File: config.mk
export PLATFORM = sky130hd
export DESIGN_NAME = pcc_top
export DESIGN_NICKNAME = d
export VERILOG_FILES = /design/src/design/pcc_pkg.sv /design/src/design/pcc_top.sv
export SDC_FILE = /design/constraint.sdc
export NUM_CORES = 1
export LEC_CHECK = 0
export BUFFER_PORTS_ARGS = -buffer_cell sky130_fd_sc_hd__clkbuf_2
export CAP_MARGIN = 20
export CORE_MARGIN = 3
export CORE_UTILIZATION = 50
export DETAILED_ROUTE_END_ITERATION = 7
export PLACE_DENSITY = 0.7
export SYNTH_ARGS = -nofsm -noshare
export SYNTH_HDL_FRONTEND = slang
export SYNTH_SLANG_ARGS = --single-unit
File: constraint.sdc
create_clock -name mclk_i -period 2.8 [get_ports mclk_i]
set_input_delay 0.28 -clock mclk_i [delete_from_list [all_inputs] [get_ports mclk_i]]
set_output_delay 0.28 -clock mclk_i [all_outputs]
set_load 0.005 [all_outputs]
File: src/design/pcc_pkg.sv
package pcc_pkg;
	// clock rate and the microsecond tick derived from it
	localparam int CLK_MHZ = 125;
	localparam int TICK_US = 1;
	localparam int CYC_PER_US = CLK_MHZ * TICK_US;
	// register offsets: writable settings
	localparam logic [7:0] OFF_CTRL = 8'h00;
	localparam logic [7:0] OFF_RBAR_CFG = 8'h04;
	localparam logic [7:0] OFF_RBAR_SIZE0 = 8'h08;
	localparam logic [7:0] OFF_LTR_LAT = 8'h14;
	localparam logic [7:0] OFF_LTR_GAP = 8'h18;
	localparam logic [7:0] OFF_LINK_CFG = 8'h1c;
	localparam logic [7:0] OFF_EXT_CFG = 8'h20;
	// register offsets: read-only capability images and status
	localparam logic [7:0] OFF_PMC = 8'h40;
	localparam logic [7:0] OFF_PMCSR = 8'h44;
	localparam logic [7:0] OFF_RBAR_IMG0 = 8'h48;
	localparam logic [7:0] OFF_AER = 8'h60;
	localparam logic [7:0] OFF_ARI = 8'h64;
	localparam logic [7:0] OFF_PB = 8'h68;
	localparam logic [7:0] OFF_LTR_IMG = 8'h6c;
	localparam logic [7:0] OFF_EXT_HDR = 8'h70;
	localparam logic [7:0] OFF_LTR_STAT = 8'h74;
	// control register bit positions
	localparam int CB_PME_D3HOT = 0;
	localparam int CB_PME_D1 = 1;
	localparam int CB_PME_D0 = 2;
	localparam int CB_D1_SUP = 3;
	localparam int CB_NO_SOFT_RST = 4;
	localparam int CB_RBAR_EN = 5;
	localparam int CB_ECRC_CHK = 6;
	localparam int CB_ECRC_GEN = 7;
	localparam int CB_ALT_RID = 8;
	localparam int CB_PB_SYS = 9;
	localparam int CB_LTR_ON_EN = 10;
	localparam int CB_LTR_ON_PWR = 11;
	localparam int CB_DOWNSTREAM = 12;
	// capability field positions
	localparam int PMC_D3HOT_BIT = 14;
	localparam int PMC_D1_BIT = 12;
	localparam int PMC_D0_BIT = 11;
	localparam int PMC_D1SUP_BIT = 9;
	localparam int PMCSR_NSR_BIT = 3;
	localparam int RBAR_CNT_LSB = 5;
	localparam int RBAR_SIZE_LSB = 4;
	localparam int AER_CHK_BIT = 7;
	localparam int AER_GEN_BIT = 5;
	localparam int ARI_NF_LSB = 8;
	localparam int PB_SYS_BIT = 0;
	localparam int LTR_NS_LSB = 16;
	localparam int EXT_NEXT_LSB = 20;
	localparam int EXT_VER_LSB = 16;
	// reset values, the D0 power state and the bus response codes
	localparam logic [31:0] RST_CTRL = 32'h0000_0000;
	localparam logic [9:0] RST_LTR_GAP = 10'h000;
	localparam logic [1:0] PWR_D0 = 2'h0;
	localparam logic [1:0] RESP_OKAY = 2'h0;
	localparam logic [1:0] RESP_SLVERR = 2'h2;
	// latency message carried to the transmit stream
	typedef struct packed {
		logic snoop_req;
		logic [9:0] snoop_lat;
		logic nosnoop_req;
		logic [9:0] nosnoop_lat;
	} pcc_ltr_msg_s;
	// decoded requester ID; dev is zero when ARI is on
	typedef struct packed {
		logic [7:0] bus;
		logic [4:0] dev;
		logic [7:0] func;
	} pcc_rid_s;
	typedef enum logic [1:0] {
		ST_IDLE = 2'b00,
		ST_SEND = 2'b01,
		ST_GAP = 2'b10
	} pcc_ltr_st_e;
endpackage

File: src/design/pcc_top.sv
`timescale 1ns/1ps
`default_nettype none
module pcc_top #(
	parameter int NUM_FUNC = 2,
	parameter int NUM_RBAR = 3
) (
	input wire logic mclk_i,
	input wire logic rst_n_i,
	input wire logic [7:0] s_axi_awaddr_i,
	input wire logic s_axi_awvalid_i,
	output logic s_axi_awready_o,
	input wire logic [31:0] s_axi_wdata_i,
	input wire logic [3:0] s_axi_wstrb_i,
	input wire logic s_axi_wvalid_i,
	output logic s_axi_wready_o,
	output logic [1:0] s_axi_bresp_o,
	output logic s_axi_bvalid_o,
	input wire logic s_axi_bready_i,
	input wire logic [7:0] s_axi_araddr_i,
	input wire logic s_axi_arvalid_i,
	output logic s_axi_arready_o,
	output logic [31:0] s_axi_rdata_o,
	output logic [1:0] s_axi_rresp_o,
	output logic s_axi_rvalid_o,
	input wire logic s_axi_rready_i,
	input wire logic ltr_enable_i,
	input wire logic dl_up_i,
	input wire logic [2*NUM_FUNC-1:0] func_power_state_i,
	input wire logic [15:0] rid_i,
	output pcc_pkg::pcc_rid_s rid_o,
	output logic [7:0] ts_link_number_o,
	output logic ts_link_valid_o,
	output logic ltr_enable_o,
	output logic [2*NUM_FUNC-1:0] func_power_state_o,
	output logic ltr_valid_o,
	input wire logic ltr_ready_i,
	output pcc_pkg::pcc_ltr_msg_s ltr_msg_o
);
	import pcc_pkg::*;

	// only three resizable BAR slots exist in the map
	if (NUM_FUNC < 1 || NUM_RBAR < 1 || NUM_RBAR > 3) begin : g_chk
		$error("pcc_top: unsupported NUM_FUNC or NUM_RBAR");
	end

	logic [31:0] ctrl;
	logic [11:0] rbar_cfg;
	logic [19:0] rbar_size [3];
	logic [9:0] snoop_lat, nosnoop_lat, gap_us_cfg;
	logic [15:0] link_cfg;
	logic [15:0] ext_cfg;
	logic aw_held, w_held;
	logic [7:0] aw_addr;
	logic [31:0] w_data;
	logic [3:0] w_strb;

	// byte-lane merge for a 32-bit word
	function automatic logic [31:0] merge(input logic [31:0] old, input logic [31:0] nw,
		input logic [3:0] strb);
		logic [31:0] r;
		r = old;
		for (int b = 0; b < 4; b++) begin
			if (strb[b]) begin
				r[8*b +: 8] = nw[8*b +: 8];
			end
		end
		return r;
	endfunction

	// write channel: address and data taken in either order
	assign s_axi_awready_o = !aw_held && !s_axi_bvalid_o;
	assign s_axi_wready_o = !w_held && !s_axi_bvalid_o;
	always_ff @(posedge mclk_i or negedge rst_n_i) begin
		if (!rst_n_i) begin
			aw_held <= 1'b0;
			w_held <= 1'b0;
			aw_addr <= 8'h00;
			w_data <= 32'h0000_0000;
			w_strb <= 4'h0;
		end else if (aw_held && w_held) begin
			aw_held <= 1'b0;
			w_held <= 1'b0;
		end else begin
			if (s_axi_awvalid_i && s_axi_awready_o) begin
				aw_held <= 1'b1;
				aw_addr <= s_axi_awaddr_i;
			end
			if (s_axi_wvalid_i && s_axi_wready_o) begin
				w_held <= 1'b1;
				w_data <= s_axi_wdata_i;
				w_strb <= s_axi_wstrb_i;
			end
		end
	end

	wire wr_go = aw_held && w_held;
	wire [7:0] wa = {aw_addr[7:2], 2'b00};
	wire wr_hit = wa <= OFF_EXT_CFG;

	// addressed settings word before the write, merged with the enabled byte lanes
	logic [31:0] wr_old, wr_new;
	always_comb begin
		wr_old = 32'h0;
		case (wa)
			OFF_CTRL: wr_old = ctrl;
			OFF_RBAR_CFG: wr_old = {20'h0, rbar_cfg};
			OFF_LTR_LAT: wr_old = {6'h0, nosnoop_lat, 6'h0, snoop_lat};
			OFF_LTR_GAP: wr_old = {22'h0, gap_us_cfg};
			OFF_LINK_CFG: wr_old = {16'h0, link_cfg};
			OFF_EXT_CFG: wr_old = {16'h0, ext_cfg};
			default: begin
				for (int i = 0; i < 3; i++) begin
					if (wa == OFF_RBAR_SIZE0 + 8'(4 * i)) begin
						wr_old = {12'h0, rbar_size[i]};
					end
				end
			end
		endcase
		wr_new = merge(wr_old, w_data, w_strb);
	end

	// settings registers
	always_ff @(posedge mclk_i or negedge rst_n_i) begin
		if (!rst_n_i) begin
			ctrl <= RST_CTRL;
			rbar_cfg <= 12'h000;
			rbar_size <= '{default: 20'h00000};
			snoop_lat <= 10'h000;
			nosnoop_lat <= 10'h000;
			gap_us_cfg <= RST_LTR_GAP;
			link_cfg <= 16'h0000;
			ext_cfg <= 16'h0000;
		end else if (wr_go) begin
			case (wa)
				OFF_CTRL: ctrl <= wr_new & 32'h0000_1fff;
				OFF_RBAR_CFG: rbar_cfg <= wr_new[11:0];
				OFF_LTR_LAT: begin
					snoop_lat <= wr_new[9:0];
					nosnoop_lat <= wr_new[25:16];
				end
				OFF_LTR_GAP: gap_us_cfg <= wr_new[9:0];
				OFF_LINK_CFG: link_cfg <= wr_new[15:0];
				OFF_EXT_CFG: ext_cfg <= wr_new[15:0];
				default: begin
					for (int i = 0; i < 3; i++) begin
						if (wa == OFF_RBAR_SIZE0 + 8'(4 * i)) begin
							rbar_size[i] <= wr_new[19:0];
						end
					end
				end
			endcase
		end
	end

	// write response follows both halves
	always_ff @(posedge mclk_i or negedge rst_n_i) begin
		if (!rst_n_i) begin
			s_axi_bvalid_o <= 1'b0;
			s_axi_bresp_o <= RESP_OKAY;
		end else if (wr_go) begin
			s_axi_bvalid_o <= 1'b1;
			s_axi_bresp_o <= wr_hit ? RESP_OKAY : RESP_SLVERR;
		end else if (s_axi_bready_i) begin
			s_axi_bvalid_o <= 1'b0;
		end
	end

	// capability images built from the settings
	logic [31:0] pmc_img, pmcsr_img, aer_img, ari_img, pb_img, ltr_img, ext_img;
	logic [31:0] rbar_cap_img [3];
	logic [31:0] rbar_ctl_img [3];
	logic [2:0] rbar_idx [3];
	wire [2:0] rbar_cnt = rbar_cfg[2:0];
	wire rbar_en = ctrl[CB_RBAR_EN];
	always_comb begin
		pmc_img = 32'h0;
		pmc_img[PMC_D3HOT_BIT] = ctrl[CB_PME_D3HOT];
		pmc_img[PMC_D1_BIT] = ctrl[CB_PME_D1];
		pmc_img[PMC_D0_BIT] = ctrl[CB_PME_D0];
		pmc_img[PMC_D1SUP_BIT] = ctrl[CB_D1_SUP];
		pmcsr_img = 32'h0;
		pmcsr_img[PMCSR_NSR_BIT] = ctrl[CB_NO_SOFT_RST];
		aer_img = 32'h0;
		aer_img[AER_CHK_BIT] = ctrl[CB_ECRC_CHK];
		aer_img[AER_GEN_BIT] = ctrl[CB_ECRC_GEN];
		ari_img = {16'h0, link_cfg[15:8], 8'h00};
		pb_img = 32'h0;
		pb_img[PB_SYS_BIT] = ctrl[CB_PB_SYS];
		ltr_img = {6'h0, nosnoop_lat, 6'h0, snoop_lat};
		ext_img = {ext_cfg[11:0], ext_cfg[15:12], 16'h0000};
	end

	// index entries clamped upward and blanked past the count
	always_comb begin
		for (int i = 0; i < 3; i++) begin
			rbar_idx[i] = rbar_cfg[3 + 3*i +: 3];
			if (i > 0 && rbar_idx[i] < rbar_idx[i-1]) begin
				rbar_idx[i] = rbar_idx[i-1];
			end
		end
		for (int i = 0; i < 3; i++) begin
			rbar_cap_img[i] = 32'h0;
			rbar_ctl_img[i] = 32'h0;
			if (rbar_en && 3'(i) < rbar_cnt && i < NUM_RBAR) begin
				rbar_cap_img[i][RBAR_SIZE_LSB +: 20] = rbar_size[i];
				rbar_ctl_img[i][2:0] = rbar_idx[i];
			end
		end
		if (rbar_en) begin
			rbar_ctl_img[0][RBAR_CNT_LSB +: 3] = rbar_cnt;
		end
	end

	// ltr engine state; all but the interval counters read back through the status word
	pcc_ltr_st_e st;
	logic pend_set, pend_clr, sent_en, sent_up, last_req;
	logic [9:0] gap_left;
	logic [7:0] pre_cnt;

	// read channel: one cycle from address to data
	logic [31:0] rd_word;
	logic rd_ok;
	wire [7:0] ra = {s_axi_araddr_i[7:2], 2'b00};
	always_comb begin
		rd_word = 32'h0;
		rd_ok = 1'b1;
		case (ra)
			OFF_CTRL: rd_word = ctrl;
			OFF_RBAR_CFG: rd_word = {20'h0, rbar_cfg};
			OFF_LTR_LAT: rd_word = ltr_img;
			OFF_LTR_GAP: rd_word = {22'h0, gap_us_cfg};
			OFF_LINK_CFG: rd_word = {16'h0, link_cfg};
			OFF_EXT_CFG: rd_word = {16'h0, ext_cfg};
			OFF_PMC: rd_word = pmc_img;
			OFF_PMCSR: rd_word = pmcsr_img;
			OFF_AER: rd_word = aer_img;
			OFF_ARI: rd_word = ari_img;
			OFF_PB: rd_word = pb_img;
			OFF_LTR_IMG: rd_word = ltr_img;
			OFF_EXT_HDR: rd_word = ext_img;
			OFF_LTR_STAT: rd_word = {24'h0, ext_cfg[11:0] == 12'h000, st, last_req, sent_up,
				sent_en, pend_clr, pend_set};
			default: begin
				rd_ok = 1'b0;
				for (int i = 0; i < 3; i++) begin
					if (ra == OFF_RBAR_SIZE0 + 8'(4 * i)) begin
						rd_word = {12'h0, rbar_size[i]};
						rd_ok = 1'b1;
					end
					if (ra == OFF_RBAR_IMG0 + 8'(8 * i)) begin
						rd_word = rbar_cap_img[i];
						rd_ok = 1'b1;
					end
					if (ra == OFF_RBAR_IMG0 + 8'(8 * i + 4)) begin
						rd_word = rbar_ctl_img[i];
						rd_ok = 1'b1;
					end
				end
			end
		endcase
	end

	assign s_axi_arready_o = !s_axi_rvalid_o;
	always_ff @(posedge mclk_i or negedge rst_n_i) begin
		if (!rst_n_i) begin
			s_axi_rvalid_o <= 1'b0;
			s_axi_rdata_o <= 32'h0;
			s_axi_rresp_o <= RESP_OKAY;
		end else if (s_axi_arvalid_i && s_axi_arready_o) begin
			s_axi_rvalid_o <= 1'b1;
			s_axi_rdata_o <= rd_word;
			s_axi_rresp_o <= rd_ok ? RESP_OKAY : RESP_SLVERR;
		end else if (s_axi_rready_i) begin
			s_axi_rvalid_o <= 1'b0;
		end
	end

	// requester ID split and training-set link number
	always_ff @(posedge mclk_i or negedge rst_n_i) begin
		if (!rst_n_i) begin
			rid_o <= '0;
			ts_link_number_o <= 8'h00;
			ts_link_valid_o <= 1'b0;
		end else begin
			rid_o.bus <= rid_i[15:8];
			rid_o.dev <= ctrl[CB_ALT_RID] ? 5'h00 : rid_i[7:3];
			rid_o.func <= ctrl[CB_ALT_RID] ? rid_i[7:0] : {5'h00, rid_i[2:0]};
			ts_link_valid_o <= ctrl[CB_DOWNSTREAM];
			ts_link_number_o <= ctrl[CB_DOWNSTREAM] ? link_cfg[7:0] : 8'h00;
		end
	end

	// exported state for user logic that sends its own messages
	assign ltr_enable_o = ltr_enable_i;
	assign func_power_state_o = func_power_state_i;

	// edge detection of enable, link-up and all-functions-off-D0
	logic en_q, up_q, off_q, all_off;
	always_comb begin
		all_off = 1'b1;
		for (int f = 0; f < NUM_FUNC; f++) begin
			if (func_power_state_i[2*f +: 2] == PWR_D0) begin
				all_off = 1'b0;
			end
		end
	end
	always_ff @(posedge mclk_i or negedge rst_n_i) begin
		if (!rst_n_i) begin
			en_q <= 1'b0;
			up_q <= 1'b0;
			off_q <= 1'b0;
		end else begin
			en_q <= ltr_enable_i;
			up_q <= dl_up_i;
			off_q <= all_off;
		end
	end
	wire en_rise = ltr_enable_i && !en_q;
	wire en_fall = !ltr_enable_i && en_q;
	wire up_rise = dl_up_i && !up_q;
	wire off_rise = all_off && !off_q;
	wire sent = ltr_valid_o && ltr_ready_i;
	wire on_en = ctrl[CB_LTR_ON_EN];
	wire on_pwr = ctrl[CB_LTR_ON_PWR];
	wire clr_fall = on_en && en_fall && sent_en && last_req;
	wire clr_pwr = on_pwr && off_rise && sent_up && last_req;

	// history flags; a send in the same cycle as the event wins
	always_ff @(posedge mclk_i or negedge rst_n_i) begin
		if (!rst_n_i) begin
			sent_en <= 1'b0;
			sent_up <= 1'b0;
			last_req <= 1'b0;
		end else begin
			sent_en <= sent || (sent_en && !en_rise);
			sent_up <= sent || (sent_up && !up_rise);
			if (sent) begin
				last_req <= ltr_msg_o.snoop_req || ltr_msg_o.nosnoop_req;
			end
		end
	end

	// pending triggers survive the interval wait
	wire take_set = st == ST_IDLE && pend_set && !pend_clr;
	wire take_clr = st == ST_IDLE && pend_clr;
	always_ff @(posedge mclk_i or negedge rst_n_i) begin
		if (!rst_n_i) begin
			pend_set <= 1'b0;
			pend_clr <= 1'b0;
		end else begin
			if (on_en && en_rise) begin
				pend_set <= 1'b1;
			end else if (take_set || en_fall) begin
				pend_set <= 1'b0;
			end
			if (clr_fall || clr_pwr) begin
				pend_clr <= 1'b1;
			end else if (take_clr || en_rise) begin
				pend_clr <= 1'b0;
			end
		end
	end

	// message issue and minimum spacing
	always_ff @(posedge mclk_i or negedge rst_n_i) begin
		if (!rst_n_i) begin
			st <= ST_IDLE;
			ltr_valid_o <= 1'b0;
			ltr_msg_o <= '0;
			gap_left <= 10'h000;
			pre_cnt <= 8'h00;
		end else begin
			case (st)
				ST_IDLE: begin
					if (take_clr) begin
						ltr_msg_o <= '0;
						ltr_valid_o <= 1'b1;
						st <= ST_SEND;
					end else if (take_set) begin
						ltr_msg_o <= '{snoop_req: 1'b1, snoop_lat: snoop_lat,
							nosnoop_req: 1'b1, nosnoop_lat: nosnoop_lat};
						ltr_valid_o <= 1'b1;
						st <= ST_SEND;
					end
				end
				ST_SEND: begin
					if (ltr_ready_i) begin
						ltr_valid_o <= 1'b0;
						gap_left <= gap_us_cfg;
						pre_cnt <= 8'(CYC_PER_US - 1);
						st <= ST_GAP;
					end
				end
				ST_GAP: begin
					if (gap_left == 10'h000) begin
						st <= ST_IDLE;
					end else if (pre_cnt == 8'h00) begin
						gap_left <= gap_left - 10'h001;
						pre_cnt <= 8'(CYC_PER_US - 1);
					end else begin
						pre_cnt <= pre_cnt - 8'h01;
					end
				end
				default: begin
					st <= ST_IDLE;
					ltr_valid_o <= 1'b0;
				end
			endcase
		end
	end
endmodule // pcc_top
`default_nettype wire

==> results.md, run 1 <==
- # DRC: 0
- Hold Path Cell Cnt: 2
- Drt first pass iters: 8
- Period utilization: 95.0%
- GRT overflow: 0
- Number of instances in the placed design: 1,937
- # port buffers: 168
- DR vias/cell: 6.44
- Ratio of cells with drive above 1 in the final layout: 30.0%
- Number of placement rows: 62
- DP HPWL: 36.3 mm
- Mux cell area share after synthesis: 11.1%
- Tmin final: 2.66 ns
- Crit path max-delay cell type: dfrtp_1
- Crit path max-delay family: compound AO/OA/AOI/OAI gates
- Crit Path Max Fanout: 2
- Largest family of logic cells by synthesized area: compound AO/OA/AOI/OAI gates
- Critical Path Sink Type: register
- Power Total: 17.8 mW
- Post-route insts no fill: 2,033
- Largest net degree at the start of global routing: 87
- Max Clock Freq: 376 MHz
- Initial drt markers: 1,664
- Critical path startpoint: rbar_cfg[4]$_DFFE_PN0P_
- Num CTS Buffers: 34
- EDFF count, synth: 0
- Synth Area in XOR/XNOR: 0.178%
- Unique cell type count in the Yosys netlist: 81
- Fin Clk Skew: 0.0144 ns
- Post-synthesis sequential area ratio: 51.0%
- Routed WL per cell: 25.1 um
- Final Max Tran Viols: 0
- Vias in the first global route: 12,700
- Buffer and inverter count on the worst path: 1
- ANT nets after route: 0
- Compound-Gate Fraction of Synth Area: 20.1%
- Run status: finished, final reports clean
- CP required: 3.20 ns
- CP peak stage delay: 0.34 ns
- Max cap viols: 0
- FFs w/ async S/R, synth: 100%
- R2R depth: 12
- Final GP Congestion: 1.01
- Initial antenna violation count: 0
- Yosys warnings: 0
- Synthesized area: 0.0148 mm^2
- GR Util All Layers: 32.3%
- Final Net Count: 1,716
- Vias post-DR: 13,100
- Seq cells post-synth: 301
- H-tree lvl count: 2
- WP depth: 12
- Area Overhead vs Synth: 22.3%
- CP endpoint: s_axi_rdata_o[0]$_DFFE_PN0P_
- Slew HR: 43.1%
- Main synth FF type: dfrtp_1
- Hold WC Path Type: input port to register
- Post-Synthesis Cells: 1,387
- Adder-cell share of the synthesized area: 0.678%
- Routed wire length: 51.1 mm
- Clock Pin Slew Worst Setup and Hold Paths: 0.06 ns
- Core area: 0.0289 mm^2
- Post-synthesis area per instance: 10.6 um^2
- Power per cell area: 986 mW/mm^2
- # diodes: 0
- Critical Path, Cell by Cell: inv_1 -> ha_1 -> a211o_1 -> a21o_1 -> and2_1 -> ha_1 -> o21a_1 -> nor2_1 -> nor2_1 -> o221ai_1 -> nand3_1 -> a22o_1
- Final setup fails: 0
- Critical R2R Launch: rbar_cfg[4]$_DFFE_PN0P_
- First-pass GRT wire length: 76.9 mm
- Worst Tran Pin Value: 0.852 ns
- Setup bufs post-CTS: 0
- RSZ-0062 raised after global routing: false
- Chip Height: 178 um
- LEAKAGE: 8.32 nW
- Die area: 0.0316 mm^2
- Fill count: 2,357
- Worst EP arrival: 3.06 ns
- Final Hold Viols: 0
- Post-synthesis simple-gate area fraction: 12.8%
- Multi-input gate area: 0.00667 mm^2
- Initial core utilization: 51.0%
- RR Endpoint: s_axi_rdata_o[0]$_DFFE_PN0P_
- CTS root buf: clkbuf_16
- WS Path Type: register to register
- Crit start category: register
- Number of clock sinks: 301
- Clk_lat worst skew: 0.51 ns
- Boundary Pins: 181
- Peak supply drop: 0.639 mV
- Seq. cell area: 0.00753 mm^2
- Post-Route Utilization: 62.4%
- Worst reg2reg setup slack: 0.14 ns
- Sum Neg Setup Slack: 0 ns
- Die width: 178 um
- TritonCTS clock tree: done
- Max clock buf depth: 3
[worst min path at each step]
stage / slack [ns] / start / to
floorplan: -0.02 / rst_n_i / aw_addr[2]$_DFFE_PN0P_
global placement: 0.29 / rst_n_i / s_axi_rdata_o[19]$_DFFE_PN0P_
detailed placement: 0.29 / rst_n_i / s_axi_rdata_o[19]$_DFFE_PN0P_
CTS: 0.0005 / s_axi_wdata_i[4] / w_data[4]$_DFFE_PN0P_
global route: 0.009 / s_axi_awaddr_i[2] / aw_addr[2]$_DFFE_PN0P_
finish: 0.01 / s_axi_wdata_i[4] / w_data[4]$_DFFE_PN0P_
[worst reg2reg max path: cells and delay by family (launching register included)]
| kind | cells | cell delay, ns |
|---|---|---|
| compound gates | 5 | 1.04 |
| fa+ha+maj | 2 | 0.58 |
| buf+inv | 1 | 0.05 |
| flops | 1 | 0.34 |
| simple gates | 4 | 0.54 |
[final cells by class]
type                    count  area share, %
flip-flops and latches    301           41.7
clock inverters             6          0.347
clock buffers              53           5.84
inverters                  27          0.561
repair buffers            307           11.9
well taps                 384           2.66
multi-input cells         955           37.0
[sequential cells by signal (all words and copies together), names as in the netlist, 2 cells and up]
signal,flops
gap_left,10
rbar_cfg,12
st,2
aw_addr,6
nosnoop_lat,10
w_data,26
w_strb,4
gap_us_cfg,10
ltr_msg_o,21
rid_o,21
ctrl,13
link_cfg,16
ts_link_number_o,8
rbar_size,60
pre_cnt,8
ext_cfg,16
snoop_lat,10
s_axi_rdata_o,32
[what timing repair did]
item                                   CTS  global route
resized for setup                        0             2
hold buffers                            37             0
setup endpoints to repair                0             6
endpoints found under the hold margin  109             0
[per-layer routing]
| metal | GRT usage, % | wire [um] | up-vias |
|---|---|---|---|
| li1 | - | - | 5676 |
| met2 | 47.5 | 22100 | 788 |
| met4 | 10.3 | 1830 | 0 |
| met3 | 8.88 | 5460 | 118 |
| met5 | 0 | 0 | - |
| met1 | 46.4 | 21700 | 6508 |
[synthesized netlist by cell type, types with 12 or more instances]
cell type	instances	area share, %
nor2b_1	13	0.55
o21ai_0	64	2.2
a222oi_1	16	1.1
and2_1	22	0.93
a221o_1	14	0.95
nor3_1	19	0.64
nand2_1	134	3.4
nand2b_1	12	0.51
inv_1	26	0.66
a22oi_1	39	2.0
a221oi_1	29	1.7
dfrtp_1	301	51
mux2_2	137	10
nand3_1	35	1.2
nor2_1	88	2.2
buf_2	29	0.98
a22o_1	44	2.6
clkbuf_1	59	1.5
a21oi_1	78	2.6
[where the power goes]
group | internal, mW | switching, mW | total, mW
sequential | 5.77 | 1.90 | 7.67
combinational | 2.57 | 3.11 | 5.67
clock | 2.68 | 1.79 | 4.47
[metrics by stage]
stage | area, um^2 | setup slack, ns | hold WS, ns
floorplan | 14800 | 0.423 | -0.0156
global placement | 16600 | 0.258 | 0.288
detailed placement | 16600 | 0.191 | 0.292
CTS | 18000 | 0.174 | 0.000531
global route | 18100 | 0.00883 | 0.00944
finish | 18100 | 0.140 | 0.00953
[layout by cell type, fill, tap and decap left out, drive strengths merged, types with 11 or more instances in the layout]
cell type | synthesis | final
nand4 | 11 | 11
a221oi | 32 | 32
a221o | 14 | 14
and2 | 22 | 22
a222oi | 16 | 16
a21oi | 78 | 78
a22o | 44 | 44
buf | 45 | 103
mux2 | 137 | 137
nor3 | 19 | 19
o22a | 16 | 16
nand2 | 135 | 135
a22oi | 39 | 39
nand3 | 35 | 35
nand2b | 12 | 12
clkbuf | 60 | 220
o21ai | 72 | 72
inv | 26 | 27
nor2 | 89 | 89
a211oi | 11 | 11
dfrtp | 301 | 301
nor2b | 13 | 13
dlygate4sd3 | 0 | 37
[cells by family after synthesis]
kind of cell | after synthesis
xor gates and xnor gates | 3
muxes | 147
DFF | 301
and+or+nand+nor | 390
other | 1
adders and majority gates | 8
AOI/OAI and AO/OA | 405
buffers and inverters | 132
Power figures use the tool's default switching activity.
==> run 2, diff against run 1 <==
PLACE_DENSITY = 0.72   (was 0.7)
==> results.md, run 2 (synthesis gave the netlist of run 1 again) <==
- Run status: finished, final reports clean
- WS Path Type: register to register
- Critical Path, Cell by Cell: inv_1 -> ha_1 -> a211o_1 -> a21o_1 -> and2_1 -> ha_1 -> o21a_1 -> nor2_1 -> nor2_1 -> o221ai_1 -> nand3_1 -> a22o_1
- Chip Height: 178 um
- Ratio of cells with drive above 1 in the final layout: 29.7%
- Power Total: 18.3 mW
- Slew HR: 49.1%
- Initial core utilization: 51.0%
- Max clock buf depth: 3
- Initial drt markers: 1,924
- Largest net degree at the start of global routing: 75
- Worst reg2reg setup slack: 0.17 ns
- Post-Route Utilization: 62.4%
- Top flop regs: rbar_size: 60 flops, s_axi_rdata_o: 32 flops, w_data: 26 flops
- Die width: 178 um
- Routed wire length: 51.4 mm
- Setup bufs post-CTS: 0
- Buffer and inverter count on the worst path: 1
- Number of clock sinks: 301
- Area Overhead vs Synth: 22.3%
- RSZ-0062 raised after global routing: false
- Vias post-DR: 13,100
- DP HPWL: 36.1 mm
- CP required: 3.18 ns
- Area after DPL: 0.0165 mm^2
- Max cap viols: 0
- GRT overflow: 0
- Sum Neg Setup Slack: 0 ns
- Num CTS Buffers: 34
- LEAKAGE: 8.29 nW
- Routed WL per cell: 25.5 um
- Largest register FFs: 60
- Hold WC Path Type: input port to register
- Number of placement rows: 62
- Initial antenna violation count: 1
- Peak supply drop: 0.655 mV
- Final Cell Area: 0.0180 mm^2
- Fin Clk Skew: 0.0270 ns
- CTS root buf: clkbuf_16
- DR vias/cell: 6.52
- Max Clock Freq: 380 MHz
- Crit start category: register
- Fill count: 2,322
- Final Max Tran Viols: 0
- # port buffers: 168
- Final Hold Viols: 0
- # DRC: 0
- Clock Pin Slew Worst Setup and Hold Paths: 0.07 ns
- Commonest non-fill, non-tap cell in the layout: dfrtp_1
- Boundary Pins: 181
- Vias in the first global route: 12,800
- Final Net Count: 1,694
- Worst EP arrival: 3.01 ns
- Most frequent cells in the layout: dfrtp_1 (300), clkbuf_2 (167), mux2_2 (137)
- Final GP Congestion: 1.00
- Clk_lat worst skew: 0.51 ns
- Tmin final: 2.63 ns
- Top reg by flops: rbar_size
- Drt first pass iters: 6
- Crit path max-delay cell type: dfrtp_2
- CP peak stage delay: 0.43 ns
- GR Util All Layers: 32.6%
- Final setup fails: 0
- Crit Path Max Fanout: 5
- Crit path max-delay family: compound AO/OA/AOI/OAI gates
- TritonCTS clock tree: done
- Worst Tran Pin Value: 0.762 ns
- Core area: 0.0289 mm^2
- Die area: 0.0316 mm^2
- First-pass GRT wire length: 78.4 mm
- Period utilization: 94.0%
- Power per cell area: 1010 mW/mm^2
- Critical Path Sink Type: register
- ANT nets after route: 0
- # diodes: 0
- H-tree lvl count: 2
==> run 2: final cells by class <==
class	count	area, um^2	area share, %
inverter	27	101	0.562
clock inverter	14	253	1.40
clock buffer	47	1020	5.66
multi-input combinational	955	6670	37.0
sequential	301	7530	41.7
timing repair buffer	285	1980	11.0
tap	384	480	2.66
==> run 2: metrics by stage <==
stage / cells / setup WS, ns / hold WS, ns
3_5_place_dp: 1920 / 0.144 / 0.301
6_report: 2013 / 0.168 / 0.00909
2_1_floorplan: 1388 / 0.423 / -0.0156
5_1_grt: 2013 / 0.00515 / 0.000739
4_1_cts: 2013 / 0.136 / 0.0000758
3_3_place_gp: 1920 / 0.198 / 0.305
==> run 2: routing by layer <==
metal | vias to the layer above | track usage, % | share of wire, %
met4 | 2 | 9.88 | 3.6
met5 | - | 0 | 0.025
met2 | 835 | 48.6 | 43
met3 | 146 | 7.21 | 10
met1 | 6502 | 47.7 | 43
li1 | 5640 | - | -
==> run 2: what timing repair did <==
| action | 4_1_cts | 5_1_grt |
|---|---|---|
| hold endpoints to repair | 100 | 0 |
| endpoints found under the setup margin | 0 | 2 |
| gates resized for setup | 0 | 1 |
| hold buffers | 32 | 0 |
==> run 2: power by group <==
part	switching (mW)	internal [mW]	total (mW)	leakage, nW
Sequential	1.95	5.77	7.72	3.95
Combinational	3.07	2.46	5.53	3.71
Clock	1.81	3.20	5.01	0.633
==> run 2: worst paths after layout <==
| path | from | end | depth (start not counted) |
|---|---|---|---|
| setup / recovery | rbar_cfg[4]$_DFFE_PN0P_ | s_axi_rdata_o[0]$_DFFE_PN0P_ | 12 |
| hold / removal | rid_i[5] | rid_o[5]$_DFF_PN0_ | 2 |
| setup reg to reg | rbar_cfg[4]$_DFFE_PN0P_ | s_axi_rdata_o[0]$_DFFE_PN0P_ | 12 |
| hold reg to reg | up_q$_DFF_PN0_ | sent_up$_DFF_PN0_ | 2 |
| max in group asynchronous | rst_n_i | rbar_cfg[4]$_DFFE_PN0P_ | 3 |
| min in group asynchronous | rst_n_i | s_axi_rdata_o[19]$_DFFE_PN0P_ | 2 |
